===== config.mk =====
export PLATFORM = sky130hd
export DESIGN_NAME = slc_sleep_ctrl
export DESIGN_NICKNAME = d
export VERILOG_FILES = /design/src/hdl/slc_pkg.sv /design/src/hdl/slc_wake_if.sv /design/src/hdl/slc_wake_filter.sv /design/src/hdl/slc_gates.sv /design/src/hdl/slc_sleep_ctrl.sv
export VERILOG_INCLUDE_DIRS = /design/src /design/src/hdl
export SDC_FILE = /design/constraint.sdc
export NUM_CORES = 1
export LEC_CHECK = 0
export BUFFER_PORTS_ARGS = -buffer_cell sky130_fd_sc_hd__buf_4
export CORE_MARGIN = 2
export CORE_UTILIZATION = 57
export CTS_BUF_LIST = sky130_fd_sc_hd__clkbuf_8
export CTS_CLUSTER_SIZE = 10
export DETAILED_ROUTE_END_ITERATION = 10
export PLACE_DENSITY = 0.91
export SLEW_MARGIN = 30
export SYNTH_ARGS = -nofsm -noshare
export SYNTH_HDL_FRONTEND = slang
export SYNTH_SLANG_ARGS = --single-unit

===== constraint.sdc =====
create_clock -name SYS_CLK -period 3.6 [get_ports SYS_CLK]
set_clock_uncertainty 0.05 [all_clocks]
set_input_delay 0.54 -clock SYS_CLK [delete_from_list [all_inputs] [get_ports SYS_CLK]]
set_output_delay 0.54 -clock SYS_CLK [all_outputs]
set_load 0.02 [all_outputs]

===== src/hdl/slc_defs.svh =====
// Register offsets, field positions, reset values and timing counts of the sleep controller
`ifndef SLC_DEFS_SVH
`define SLC_DEFS_SVH
`define SLC_OFS_CTRL         4'h0
`define SLC_OFS_STANDBY_RUN  4'h4
`define SLC_OFS_CFG          4'h8
`define SLC_OFS_STATUS       4'hC
`define SLC_CTRL_RESET       8'h00
`define SLC_CTRL_ARM_BIT     0
`define SLC_CTRL_MODE_LSB    1
`define SLC_CTRL_MODE_MSB    2
`define SLC_MODE_IDLE        2'h0
`define SLC_MODE_STANDBY     2'h1
`define SLC_MODE_POWER_DOWN  2'h2
`define SLC_MODE_RESERVED    2'h3
`define SLC_STBY_RESET       8'h00
`define SLC_CFG_RESET        8'h00
`define SLC_WAKE_CLKS        4'h6
`define SLC_OSC_START_CLKS   8'h20
`define SLC_BOD_WAIT_CODE    2'h3
`define SLC_NUM_PERIPH       8
`define SLC_PERIPH_RTC       0
`define SLC_PERIPH_CCL       1
`define SLC_PERIPH_TCA       2
`define SLC_PERIPH_USART     3
`define SLC_PERIPH_MAIN_CLK  4
`endif


===== src/hdl/slc_pkg.sv =====
// Types shared by the sleep controller modules
package slc_pkg;
   typedef enum logic [2:0] {
      SLC_ACTIVE  = 3'b000,
      SLC_SLEEP   = 3'b001,
      SLC_OSC     = 3'b010,
      SLC_WAKE    = 3'b011,
      SLC_BOD     = 3'b100,
      SLC_STUCK   = 3'b101
   } slc_state_e;
   typedef logic [7:0] slc_byte_t;
endpackage : slc_pkg


===== src/hdl/slc_wake_if.sv =====
// Wake qualification signals between controller and wake filter
`timescale 1ns/1ns
interface slc_wake_if;
   logic [1:0] mode;
   logic [7:0] standby_run;
   logic       lut_async;
   logic       wake;
   logic       any_enabled;
   modport ctrl (output mode, output standby_run, output lut_async, input wake, input any_enabled);
   modport filt (input mode, input standby_run, input lut_async, output wake, output any_enabled);
endinterface : slc_wake_if


===== src/hdl/slc_wake_filter.sv =====
// Wake source filtering per sleep mode
`timescale 1ns/1ns
`include "slc_defs.svh"
module slc_wake_filter (
   input  wire logic        clk,
   input  wire logic        ce,
   input  wire logic        rst,
   input  wire logic [10:0] irq_sync,
   input  wire logic [10:0] irq_en,
   slc_wake_if.filt         wk
);
   import slc_pkg::*;
   // Sources: 0 pin, 1 twi match, 2 vlm, 3 ccl, 4 rtc pit, 5 rtc other, 6 usart sof, 7 usart other,
   // 8 tca, 9 other, 10 spare other
   logic [10:0] pend;
   logic [10:0] allow;
   always_comb begin
      pend = irq_sync & irq_en;
      allow = 11'h7FF;
      if (wk.mode == `SLC_MODE_STANDBY) begin
         allow[3]  = wk.standby_run[`SLC_PERIPH_CCL] & wk.lut_async;
         allow[4]  = wk.standby_run[`SLC_PERIPH_RTC];
         allow[5]  = wk.standby_run[`SLC_PERIPH_RTC];
         allow[6]  = wk.standby_run[`SLC_PERIPH_USART];
         allow[7]  = 1'b0;
         allow[8]  = wk.standby_run[`SLC_PERIPH_TCA];
         allow[9]  = 1'b0;
         allow[10] = 1'b0;
      end else if (wk.mode == `SLC_MODE_POWER_DOWN) begin
         allow = 11'h017;
         allow[3] = wk.lut_async;
      end
   end
   always_ff @(posedge clk) begin
      if (rst) begin
         wk.wake <= 1'b0;
         wk.any_enabled <= 1'b0;
      end else if (ce) begin
         wk.wake <= |(pend & allow);
         wk.any_enabled <= |(irq_en & allow);
      end
   end
endmodule : slc_wake_filter


===== src/hdl/slc_gates.sv =====
// Peripheral and clock gating per sleep mode
`timescale 1ns/1ns
`include "slc_defs.svh"
module slc_gates (
   input  wire logic       asleep,
   input  wire logic [1:0] mode,
   input  wire logic [7:0] standby_run,
   output logic      [7:0] periph_run,
   output logic            main_clk_run,
   output logic            ccl_clk_run,
   output logic            rtc_clk_run
);
   always_comb begin
      periph_run = 8'hFF;
      main_clk_run = 1'b1;
      ccl_clk_run = 1'b1;
      rtc_clk_run = 1'b1;
      if (asleep && mode == `SLC_MODE_STANDBY) begin
         periph_run = standby_run;
         main_clk_run = standby_run[`SLC_PERIPH_MAIN_CLK];
         ccl_clk_run = standby_run[`SLC_PERIPH_CCL];
         rtc_clk_run = standby_run[`SLC_PERIPH_RTC];
      end else if (asleep && mode == `SLC_MODE_POWER_DOWN) begin
         periph_run = 8'h01;
         main_clk_run = 1'b0;
         ccl_clk_run = 1'b0;
         rtc_clk_run = 1'b1;
      end
   end
endmodule : slc_gates


===== src/hdl/slc_sleep_ctrl.sv =====
// Sleep controller top with Avalon-MM register slave
// Overview of operation
// - With no wake interrupt enabled, sleep lasts until reset or a debug break.
// - Only the sleep instruction enters sleep; register writes never halt the CPU.
// - Idle halts the CPU, keeps peripherals running, any interrupt wakes.
// - Standby runs only peripherals whose run-in-standby bit is set.
// - Power-down keeps only brownout, watchdog and periodic timer active.
// - Power-down wakes on pin, periodic timer, voltage monitor, TWO_WIRE_INTERFACE match, logic.
// - Standby keeps main and logic clocks only for run-in-standby users.
// - RTC needs run-in-standby in standby; only periodic timer in power-down.
// - Timer type A wakes from standby only with run-in-standby set.
// - Configurable logic wakes standby and power-down only if filter and edge fields are zero.
// - USART wakes standby only on start-of-frame, never power-down.
// - Wake takes six clocks plus oscillator start when it was stopped.
// - Idle keeps the main clock source running.
// - Power-down stops all clocks except ultra-low-power and RTC clocks.
// - Brownout mode 3 delays execution until the detector is ready.
// - A debug break wakes the device to active mode.
// - Control register resets to zero; bits 7 to 3 read zero.
// - Mode codes: idle 0, standby 1, power-down 2, 3 reserved.
// - Sleep instruction sleeps only if arm bit was set.
// - Interrupt wake runs the handler then continues after sleep.
// - Any reset takes the device out of sleep.
//
// Implementation choice: register access over Avalon-MM.
`timescale 1ns/1ns
`include "slc_defs.svh"
module slc_sleep_ctrl (
   input  wire logic              SYS_CLK,
   input  wire logic              RST,
   input  wire logic              CE,
   input  wire logic [3:0]        AVS_ADDRESS,
   input  wire logic              AVS_READ,
   input  wire logic              AVS_WRITE,
   input  wire logic [3:0]        AVS_BYTEENABLE,
   input  wire logic [31:0]       AVS_WRITEDATA,
   output logic      [31:0]       AVS_READDATA,
   output logic                   AVS_WAITREQUEST,
   output logic      [1:0]        AVS_RESPONSE,
   input  wire logic              SLEEP_INSTR,
   input  wire logic              GLOBAL_IRQ_EN,
   input  wire logic [10:0]       IRQ_REQ,
   input  wire logic [10:0]       IRQ_EN,
   input  wire logic              DEBUG_BREAK,
   input  wire logic              BOD_READY,
   input  wire logic [1:0]        BOD_ACTIVE_CFG,
   input  wire logic              OSC_READY,
   output logic                   CPU_HALT,
   output logic                   CPU_RESUME,
   output logic [7:0]             PERIPH_RUN,
   output logic                   MAIN_CLK_RUN,
   output logic                   CCL_CLK_RUN,
   output logic                   RTC_CLK_RUN,
   output slc_pkg::slc_state_e    STATE
);
   import slc_pkg::*;
   slc_byte_t   ctrl;
   slc_byte_t   standby_run;
   slc_byte_t   cfg;
   slc_state_e  state;
   slc_state_e  next_state;
   logic [1:0]  sleep_mode;
   logic [7:0]  cnt;
   logic        osc_stopped;
   logic [10:0] irq_m;
   logic [10:0] irq_s;
   logic [1:0]  dbg_s;
   logic [1:0]  bod_s;
   logic [1:0]  osc_s;
   logic        ack;
   logic [7:0]  g_periph;
   logic        g_main;
   logic        g_ccl;
   logic        g_rtc;
   logic        sel_ctrl;
   logic        sel_stby;
   logic        sel_cfg;
   logic        sel_status;
   logic        sleep_ok;
   logic [1:0]  filter_mode;
   slc_wake_if  wk ();

   // Pin-side inputs through two flip-flops
   always_ff @(posedge SYS_CLK) begin
      if (RST) begin
         irq_m <= 11'h000;
         irq_s <= 11'h000;
         dbg_s <= 2'b00;
         bod_s <= 2'b00;
         osc_s <= 2'b00;
      end else if (CE) begin
         irq_m <= IRQ_REQ;
         irq_s <= irq_m;
         dbg_s <= {dbg_s[0], DEBUG_BREAK};
         bod_s <= {bod_s[0], BOD_READY};
         osc_s <= {osc_s[0], OSC_READY};
      end
   end

   assign wk.mode = filter_mode;
   assign wk.standby_run = standby_run;
   // Lookup path asynchronous when filter select (cfg[1:0]) and edge detector (cfg[2]) are zero
   assign wk.lut_async = (cfg[2:0] == 3'h0);

   slc_wake_filter u_filter (
      .clk      (SYS_CLK),
      .ce       (CE),
      .rst      (RST),
      .irq_sync (irq_s),
      .irq_en   (IRQ_EN & {11{GLOBAL_IRQ_EN}}),
      .wk       (wk)
   );

   slc_gates u_gates (
      .asleep       (state == SLC_SLEEP || state == SLC_STUCK),
      .mode         (sleep_mode),
      .standby_run  (standby_run),
      .periph_run   (g_periph),
      .main_clk_run (g_main),
      .ccl_clk_run  (g_ccl),
      .rtc_clk_run  (g_rtc)
   );

   // Register select from the byte address
   always_comb begin
      sel_ctrl = 1'b0;
      sel_stby = 1'b0;
      sel_cfg = 1'b0;
      sel_status = 1'b0;
      if (AVS_ADDRESS == `SLC_OFS_CTRL) begin
         sel_ctrl = 1'b1;
      end else if (AVS_ADDRESS == `SLC_OFS_STANDBY_RUN) begin
         sel_stby = 1'b1;
      end else if (AVS_ADDRESS == `SLC_OFS_CFG) begin
         sel_cfg = 1'b1;
      end else if (AVS_ADDRESS == `SLC_OFS_STATUS) begin
         sel_status = 1'b1;
      end
   end

   // Sleep request counts only when armed with a defined mode
   always_comb begin
      sleep_ok = ctrl[`SLC_CTRL_ARM_BIT] && (ctrl[`SLC_CTRL_MODE_MSB:`SLC_CTRL_MODE_LSB] != `SLC_MODE_RESERVED);
   end

   // Wake filter judges by the requested mode on the entry edge, then by the captured one
   always_comb begin
      filter_mode = sleep_mode;
      if (state == SLC_ACTIVE) begin
         filter_mode = ctrl[`SLC_CTRL_MODE_MSB:`SLC_CTRL_MODE_LSB];
      end
   end

   // Register slave: one wait cycle, then acknowledge
   always_ff @(posedge SYS_CLK) begin
      if (RST) begin
         ack <= 1'b0;
      end else if (CE) begin
         ack <= (AVS_READ | AVS_WRITE) & ~ack;
      end
   end

   always_comb begin
      AVS_WAITREQUEST = ~ack;
   end

   always_ff @(posedge SYS_CLK) begin
      if (RST) begin
         ctrl <= `SLC_CTRL_RESET;
         standby_run <= `SLC_STBY_RESET;
         cfg <= `SLC_CFG_RESET;
      end else if (CE && AVS_WRITE && ack && AVS_BYTEENABLE[0]) begin
         if (sel_ctrl) begin
            ctrl <= {5'h00, AVS_WRITEDATA[2:0]};
         end else if (sel_stby) begin
            standby_run <= AVS_WRITEDATA[7:0];
         end else if (sel_cfg) begin
            cfg <= AVS_WRITEDATA[7:0];
         end
      end
   end

   always_ff @(posedge SYS_CLK) begin
      if (RST) begin
         AVS_READDATA <= 32'h0000_0000;
         AVS_RESPONSE <= 2'b00;
      end else if (CE && AVS_READ && !ack) begin
         AVS_RESPONSE <= 2'b00;
         if (sel_ctrl) begin
            AVS_READDATA <= {24'h00_0000, ctrl};
         end else if (sel_stby) begin
            AVS_READDATA <= {24'h00_0000, standby_run};
         end else if (sel_cfg) begin
            AVS_READDATA <= {24'h00_0000, cfg};
         end else if (sel_status) begin
            AVS_READDATA <= {24'h00_0000, osc_stopped, 4'h0, state};
         end else begin
            AVS_READDATA <= 32'h0000_0000;
            AVS_RESPONSE <= 2'b10;
         end
      end
   end

   // Sleep state machine
   always_comb begin
      next_state = state;
      case (state)
         SLC_ACTIVE: begin
            if (SLEEP_INSTR && sleep_ok) begin
               next_state = SLC_SLEEP;
            end
         end
         SLC_SLEEP: begin
            if (dbg_s[1]) begin
               next_state = osc_stopped ? SLC_OSC : SLC_WAKE;
            end else if (!wk.any_enabled) begin
               next_state = SLC_STUCK;
            end else if (wk.wake) begin
               next_state = osc_stopped ? SLC_OSC : SLC_WAKE;
            end
         end
         SLC_STUCK: begin
            if (dbg_s[1]) begin
               next_state = osc_stopped ? SLC_OSC : SLC_WAKE;
            end
         end
         SLC_OSC: begin
            if (cnt == 8'h00 && osc_s[1]) begin
               next_state = SLC_WAKE;
            end
         end
         SLC_WAKE: begin
            if (cnt == 8'h00) begin
               next_state = (BOD_ACTIVE_CFG == `SLC_BOD_WAIT_CODE && !bod_s[1]) ? SLC_BOD : SLC_ACTIVE;
            end
         end
         SLC_BOD: begin
            if (bod_s[1]) begin
               next_state = SLC_ACTIVE;
            end
         end
         default: begin
            next_state = SLC_ACTIVE;
         end
      endcase
   end

   always_ff @(posedge SYS_CLK) begin
      if (RST) begin
         state <= SLC_ACTIVE;
      end else if (CE) begin
         state <= next_state;
      end
   end

   // Mode captured at sleep entry
   always_ff @(posedge SYS_CLK) begin
      if (RST) begin
         sleep_mode <= `SLC_MODE_IDLE;
         osc_stopped <= 1'b0;
      end else if (CE && state == SLC_ACTIVE && next_state == SLC_SLEEP) begin
         sleep_mode <= ctrl[`SLC_CTRL_MODE_MSB:`SLC_CTRL_MODE_LSB];
         osc_stopped <= (ctrl[2:1] == `SLC_MODE_POWER_DOWN) ||
                        (ctrl[2:1] == `SLC_MODE_STANDBY && !standby_run[`SLC_PERIPH_MAIN_CLK]);
      end
   end

   // Wake counters
   always_ff @(posedge SYS_CLK) begin
      if (RST) begin
         cnt <= 8'h00;
      end else if (CE) begin
         if (next_state == SLC_OSC && state != SLC_OSC) begin
            cnt <= `SLC_OSC_START_CLKS - 8'h01;
         end else if (next_state == SLC_WAKE && state != SLC_WAKE) begin
            cnt <= {4'h0, `SLC_WAKE_CLKS} - 8'h01;
         end else if (cnt != 8'h00) begin
            cnt <= cnt - 8'h01;
         end
      end
   end

   // Registered outputs
   always_ff @(posedge SYS_CLK) begin
      if (RST) begin
         CPU_HALT <= 1'b0;
         CPU_RESUME <= 1'b0;
         PERIPH_RUN <= 8'hFF;
         MAIN_CLK_RUN <= 1'b1;
         CCL_CLK_RUN <= 1'b1;
         RTC_CLK_RUN <= 1'b1;
         STATE <= SLC_ACTIVE;
      end else if (CE) begin
         CPU_HALT <= (next_state != SLC_ACTIVE);
         CPU_RESUME <= (state != SLC_ACTIVE) && (next_state == SLC_ACTIVE);
         PERIPH_RUN <= g_periph;
         MAIN_CLK_RUN <= g_main;
         CCL_CLK_RUN <= g_ccl;
         RTC_CLK_RUN <= g_rtc;
         STATE <= next_state;
      end
   end
endmodule : slc_sleep_ctrl


==> results.md <==
- Cell leakage power: 2.03 nW
- GR met2 Demand/Resource: 41.6%
- Clk buf depth: 2
- DRT antenna net count: 0
- Final antenna diode count: 0
- Slack of the worst reg-to-reg path: 0.97 ns
- Multiplexer share of the synthesized area: 14.5%
- Vias in the first global route: 3,167
- Maximum fanout encountered on the critical timing path: 13
- Root Buffer: sky130_fd_sc_hd__clkbuf_8
- Type of the most critical hold path: in2reg
- Xor and xnor fraction of the mapped netlist area: 0.216%
- Share of synthesized cell area in and, or, nand and nor gates: 18.4%
- Total of endpoints with negative setup slack in the final report: 0
- Die Wd: 88.3 µm
- Count of standard-cell rows: 30
- Worst path arrival time: 2.82 ns
- Post-synthesis sequential element count: 83
- End point of the most critical hold path: irq_m[3]
- Routability Congestion: 0.867
- Slew at the pin with the worst max-slew slack: 0.879 ns
- Gate family responsible for the most delay along the worst path: compound AO/OA/AOI/OAI gates
- Fraction of synthesized cell area taken by the top area cell type: 41.0%
- Number of levels in the clock H-tree: 3
- Detailed-routing iteration count for the pre-antenna-repair pass: 5
- Buffer count from post-CTS setup fixing: 0
- Adder-cell share of the synthesized area: 1.23%
- Critical register-to-register path startpoint: STATE[0]
- GRT met1 Usage: 31.7%
- EDFF count, synth: 0
- Worst hold path startpoint: IRQ_REQ[3]
- Detailed-route vias per instance: 5.67
- Total vias in the final route: 3,455
- Routing layer with the top usage in global route: met2
- Met3 track demand over resource: 5.22%
- Post-layout min period: 2.63 ns
- Highest cell delay on the worst timing path: 0.54 ns
- CTS tree: yes
- Async S/R FF share, synth: 0%
- Timing-limited maximum frequency: 0.381 GHz
- Util after Layout: 68.8%
- Number of buffers created by CTS: 9
- Total GRT Usage: 25.2%
- Part of the cycle the worst path needs: 73.0%
- Worst-path cell chain: nor3_1, mux2_2, inv_1, ha_1, inv_1, o2111ai_1, o22ai_1, a211oi_1, a211oi_1
- Layout Area Growth over Synthesis: 16.0%
- Main synth FF type: sky130_fd_sc_hd__dfxtp_1
- Share of cells above drive strength 1: 20.7%
- Endpoint of the most critical register-to-register path: u_filter.wk.wake
- Net count reported at finish: 586
- Setup repair after global routing missed its margin: false
- Number of sinks handled by clock tree synthesis: 83
- Pins over their slew limit: 0
- Crit path capture type: flip-flop
- Number of hold-slack violations in the final timing report: 0
- Type of the worst setup path: reg2reg
- Die area: 7800 µm²
- Number of buffer cells added on primary ports: 72
- Fill cell instance count of the final layout: 569
- Initial antenna violation count: 0
- Largest family of logic cells by synthesized area: simple AND/OR/NAND/NOR gates
- Buffer and inverter count on the worst path: 2
- Compound-Gate Fraction of Synth Area: 15.4%
- Worst Setup Start Kind: flip-flop
- Proportion of synthesized chip area in sequential cells: 41.0%
- Yosys cell types: 63
- Relative slew slack: 41.3%
- Top cells by area, synth: sky130_fd_sc_hd__dfxtp_1 (41%), sky130_fd_sc_hd__mux2i_1 (13%), sky130_fd_sc_hd__nor2_1 (7.5%)
- Count of yosys warnings during synthesis: 0
- Post-detailed-routing wire length: 9580 µm
- Commonest cells in the netlist: sky130_fd_sc_hd__dfxtp_1 (83), sky130_fd_sc_hd__nor2_1 (81), sky130_fd_sc_hd__mux2i_1 (52)
- Clock-pin transition on the worst setup and hold timing paths: 0.09 ns
- Number of cells on the worst hold path: 3
- Pin count of the biggest net entering global routing: 59
- Cell area after synthesis: 4050 µm²
- Setup_tns: 0 ns
- DRC violation total after the first TritonRoute iteration: 242
- Residual DRC count: 0
- PD cells: 484 nW/µm²
- Required time reported for the critical path endpoint: 3.79 ns
- Wire length of the first global-routing pass: 15,100 µm
- Chip Height: 88.3 µm
- Cell type with the largest total area after synthesis: sky130_fd_sc_hd__dfxtp_1
- Peak VDD IR: 0.278 mV
- Quantity of hold-fixing buffers added after cts: 0
- Initial Util: 59.3%
- Slowest cell on crit path: sky130_fd_sc_hd__nor3_1
- Later-pin clock latency in the skew report: 0.37 ns
- Number of gates resized after cts: 0
- Number of standard cells after synthesis: 449
- Max Cap Viol: 0
- Result of the run: finished, final reports clean
- Number of top-level pins: 125
- Detail-routed net length per standard cell: 15.7 µm
- Core Region: 6830 µm²
- Placed wire-length estimate: 6700 µm
- Worst reg2reg path depth: 9
- Most frequently used cell type in the post-synthesis netlist: sky130_fd_sc_hd__dfxtp_1
- Post-synthesis area per instance: 9.03 µm²
- Total gr overflow: 0
stage by stage:
step           setup slack [ns]  cells  hold WS (ns)  area (µm²)  power, mW
2_1_floorplan              1.28    473         0.390        4140       1.52
3_3_place_gp               1.15    593         0.420        4520       1.63
3_5_place_dp               1.07    593         0.423        4520       1.65
4_1_cts                   0.993    609         0.345        4700       2.27
5_1_grt                   0.762    609         0.362        4700       2.39
6_report                  0.972    609         0.347        4700       2.27
final cells by class:
cell class	count	area [µm²]	share of cell area, %
Tap cell	96	120	2.56
Clock buffer	9	124	2.64
Inverter	16	60.1	1.28
Clock inverter	7	60.1	1.28
Sequential cell	83	1660	35.4
Multi-Input combinational cell	323	2110	44.9
Timing Repair Buffer	75	563	12.0
registers in the layout, indices dropped and copies added, names as in the netlist, 2 cells and up:
register and flops:
sleep_mode 2, irq_s 11, PERIPH_RUN 8, ctrl 3
cnt 8, dbg_s 2, osc_s 2, STATE 3
AVS_READDATA 8, bod_s 2, irq_m 11, standby_run 8
cfg 8
logic make-up after synthesis:
group                      Yosys count
AOI/OAI and AO/OA                   82
DFF                                 83
and+or+nand+nor                    153
other                                1
xor gates and xnor gates             1
buffers and inverters               67
muxes                               58
adders and majority gates            4
placed cells by master, fill, tap and decap left out, types with 13 or more instances in the layout:
| cell | count |
|---|---|
| sky130_fd_sc_hd__dfxtp_1 | 83 |
| sky130_fd_sc_hd__nor2_1 | 81 |
| sky130_fd_sc_hd__buf_4 | 75 |
| sky130_fd_sc_hd__mux2i_1 | 52 |
| sky130_fd_sc_hd__conb_1 | 25 |
| sky130_fd_sc_hd__inv_1 | 16 |
| sky130_fd_sc_hd__nand2_1 | 15 |
| sky130_fd_sc_hd__a21oi_1 | 14 |
| sky130_fd_sc_hd__nor3_1 | 13 |
| sky130_fd_sc_hd__o21ai_0 | 13 |
tightest hold or removal path, cell delays in order:
cell	delay, ns
sky130_fd_sc_hd__buf_4	0.08
sky130_fd_sc_hd__mux2i_1	0.05
sky130_fd_sc_hd__nor2_1	0.07
where the power goes:
group	switching (mW)	total (mW)	leakage [nW]	internal, mW
registers	0.0774	1.06	0.676	0.982
logic	0.328	0.575	1.27	0.248
clock network	0.378	0.640	0.0897	0.262
layer usage:
metal  share of wire, %  up-vias
li1                   -     1673
met1                 42     1589
met2                 47      162
met3                8.0       31
met4                2.8        0
met5                  0        -
how the worst max path moves through the flow:
| stage | from | end | slack, ns | cells after the start |
|---|---|---|---|---|
| 2_1_floorplan | STATE[1] | u_filter.wk.wake | 1.28 | 10 |
| 3_3_place_gp | STATE[0] | u_filter.wk.wake | 1.15 | 9 |
| 3_5_place_dp | STATE[0] | u_filter.wk.wake | 1.07 | 9 |
| 4_1_cts | STATE[0] | u_filter.wk.wake | 0.99 | 9 |
| 5_1_grt | STATE[0] | u_filter.wk.wake | 0.76 | 9 |
| 6_report | STATE[0] | u_filter.wk.wake | 0.97 | 9 |
No activity file was read; power rests on OpenSTA's default activity.
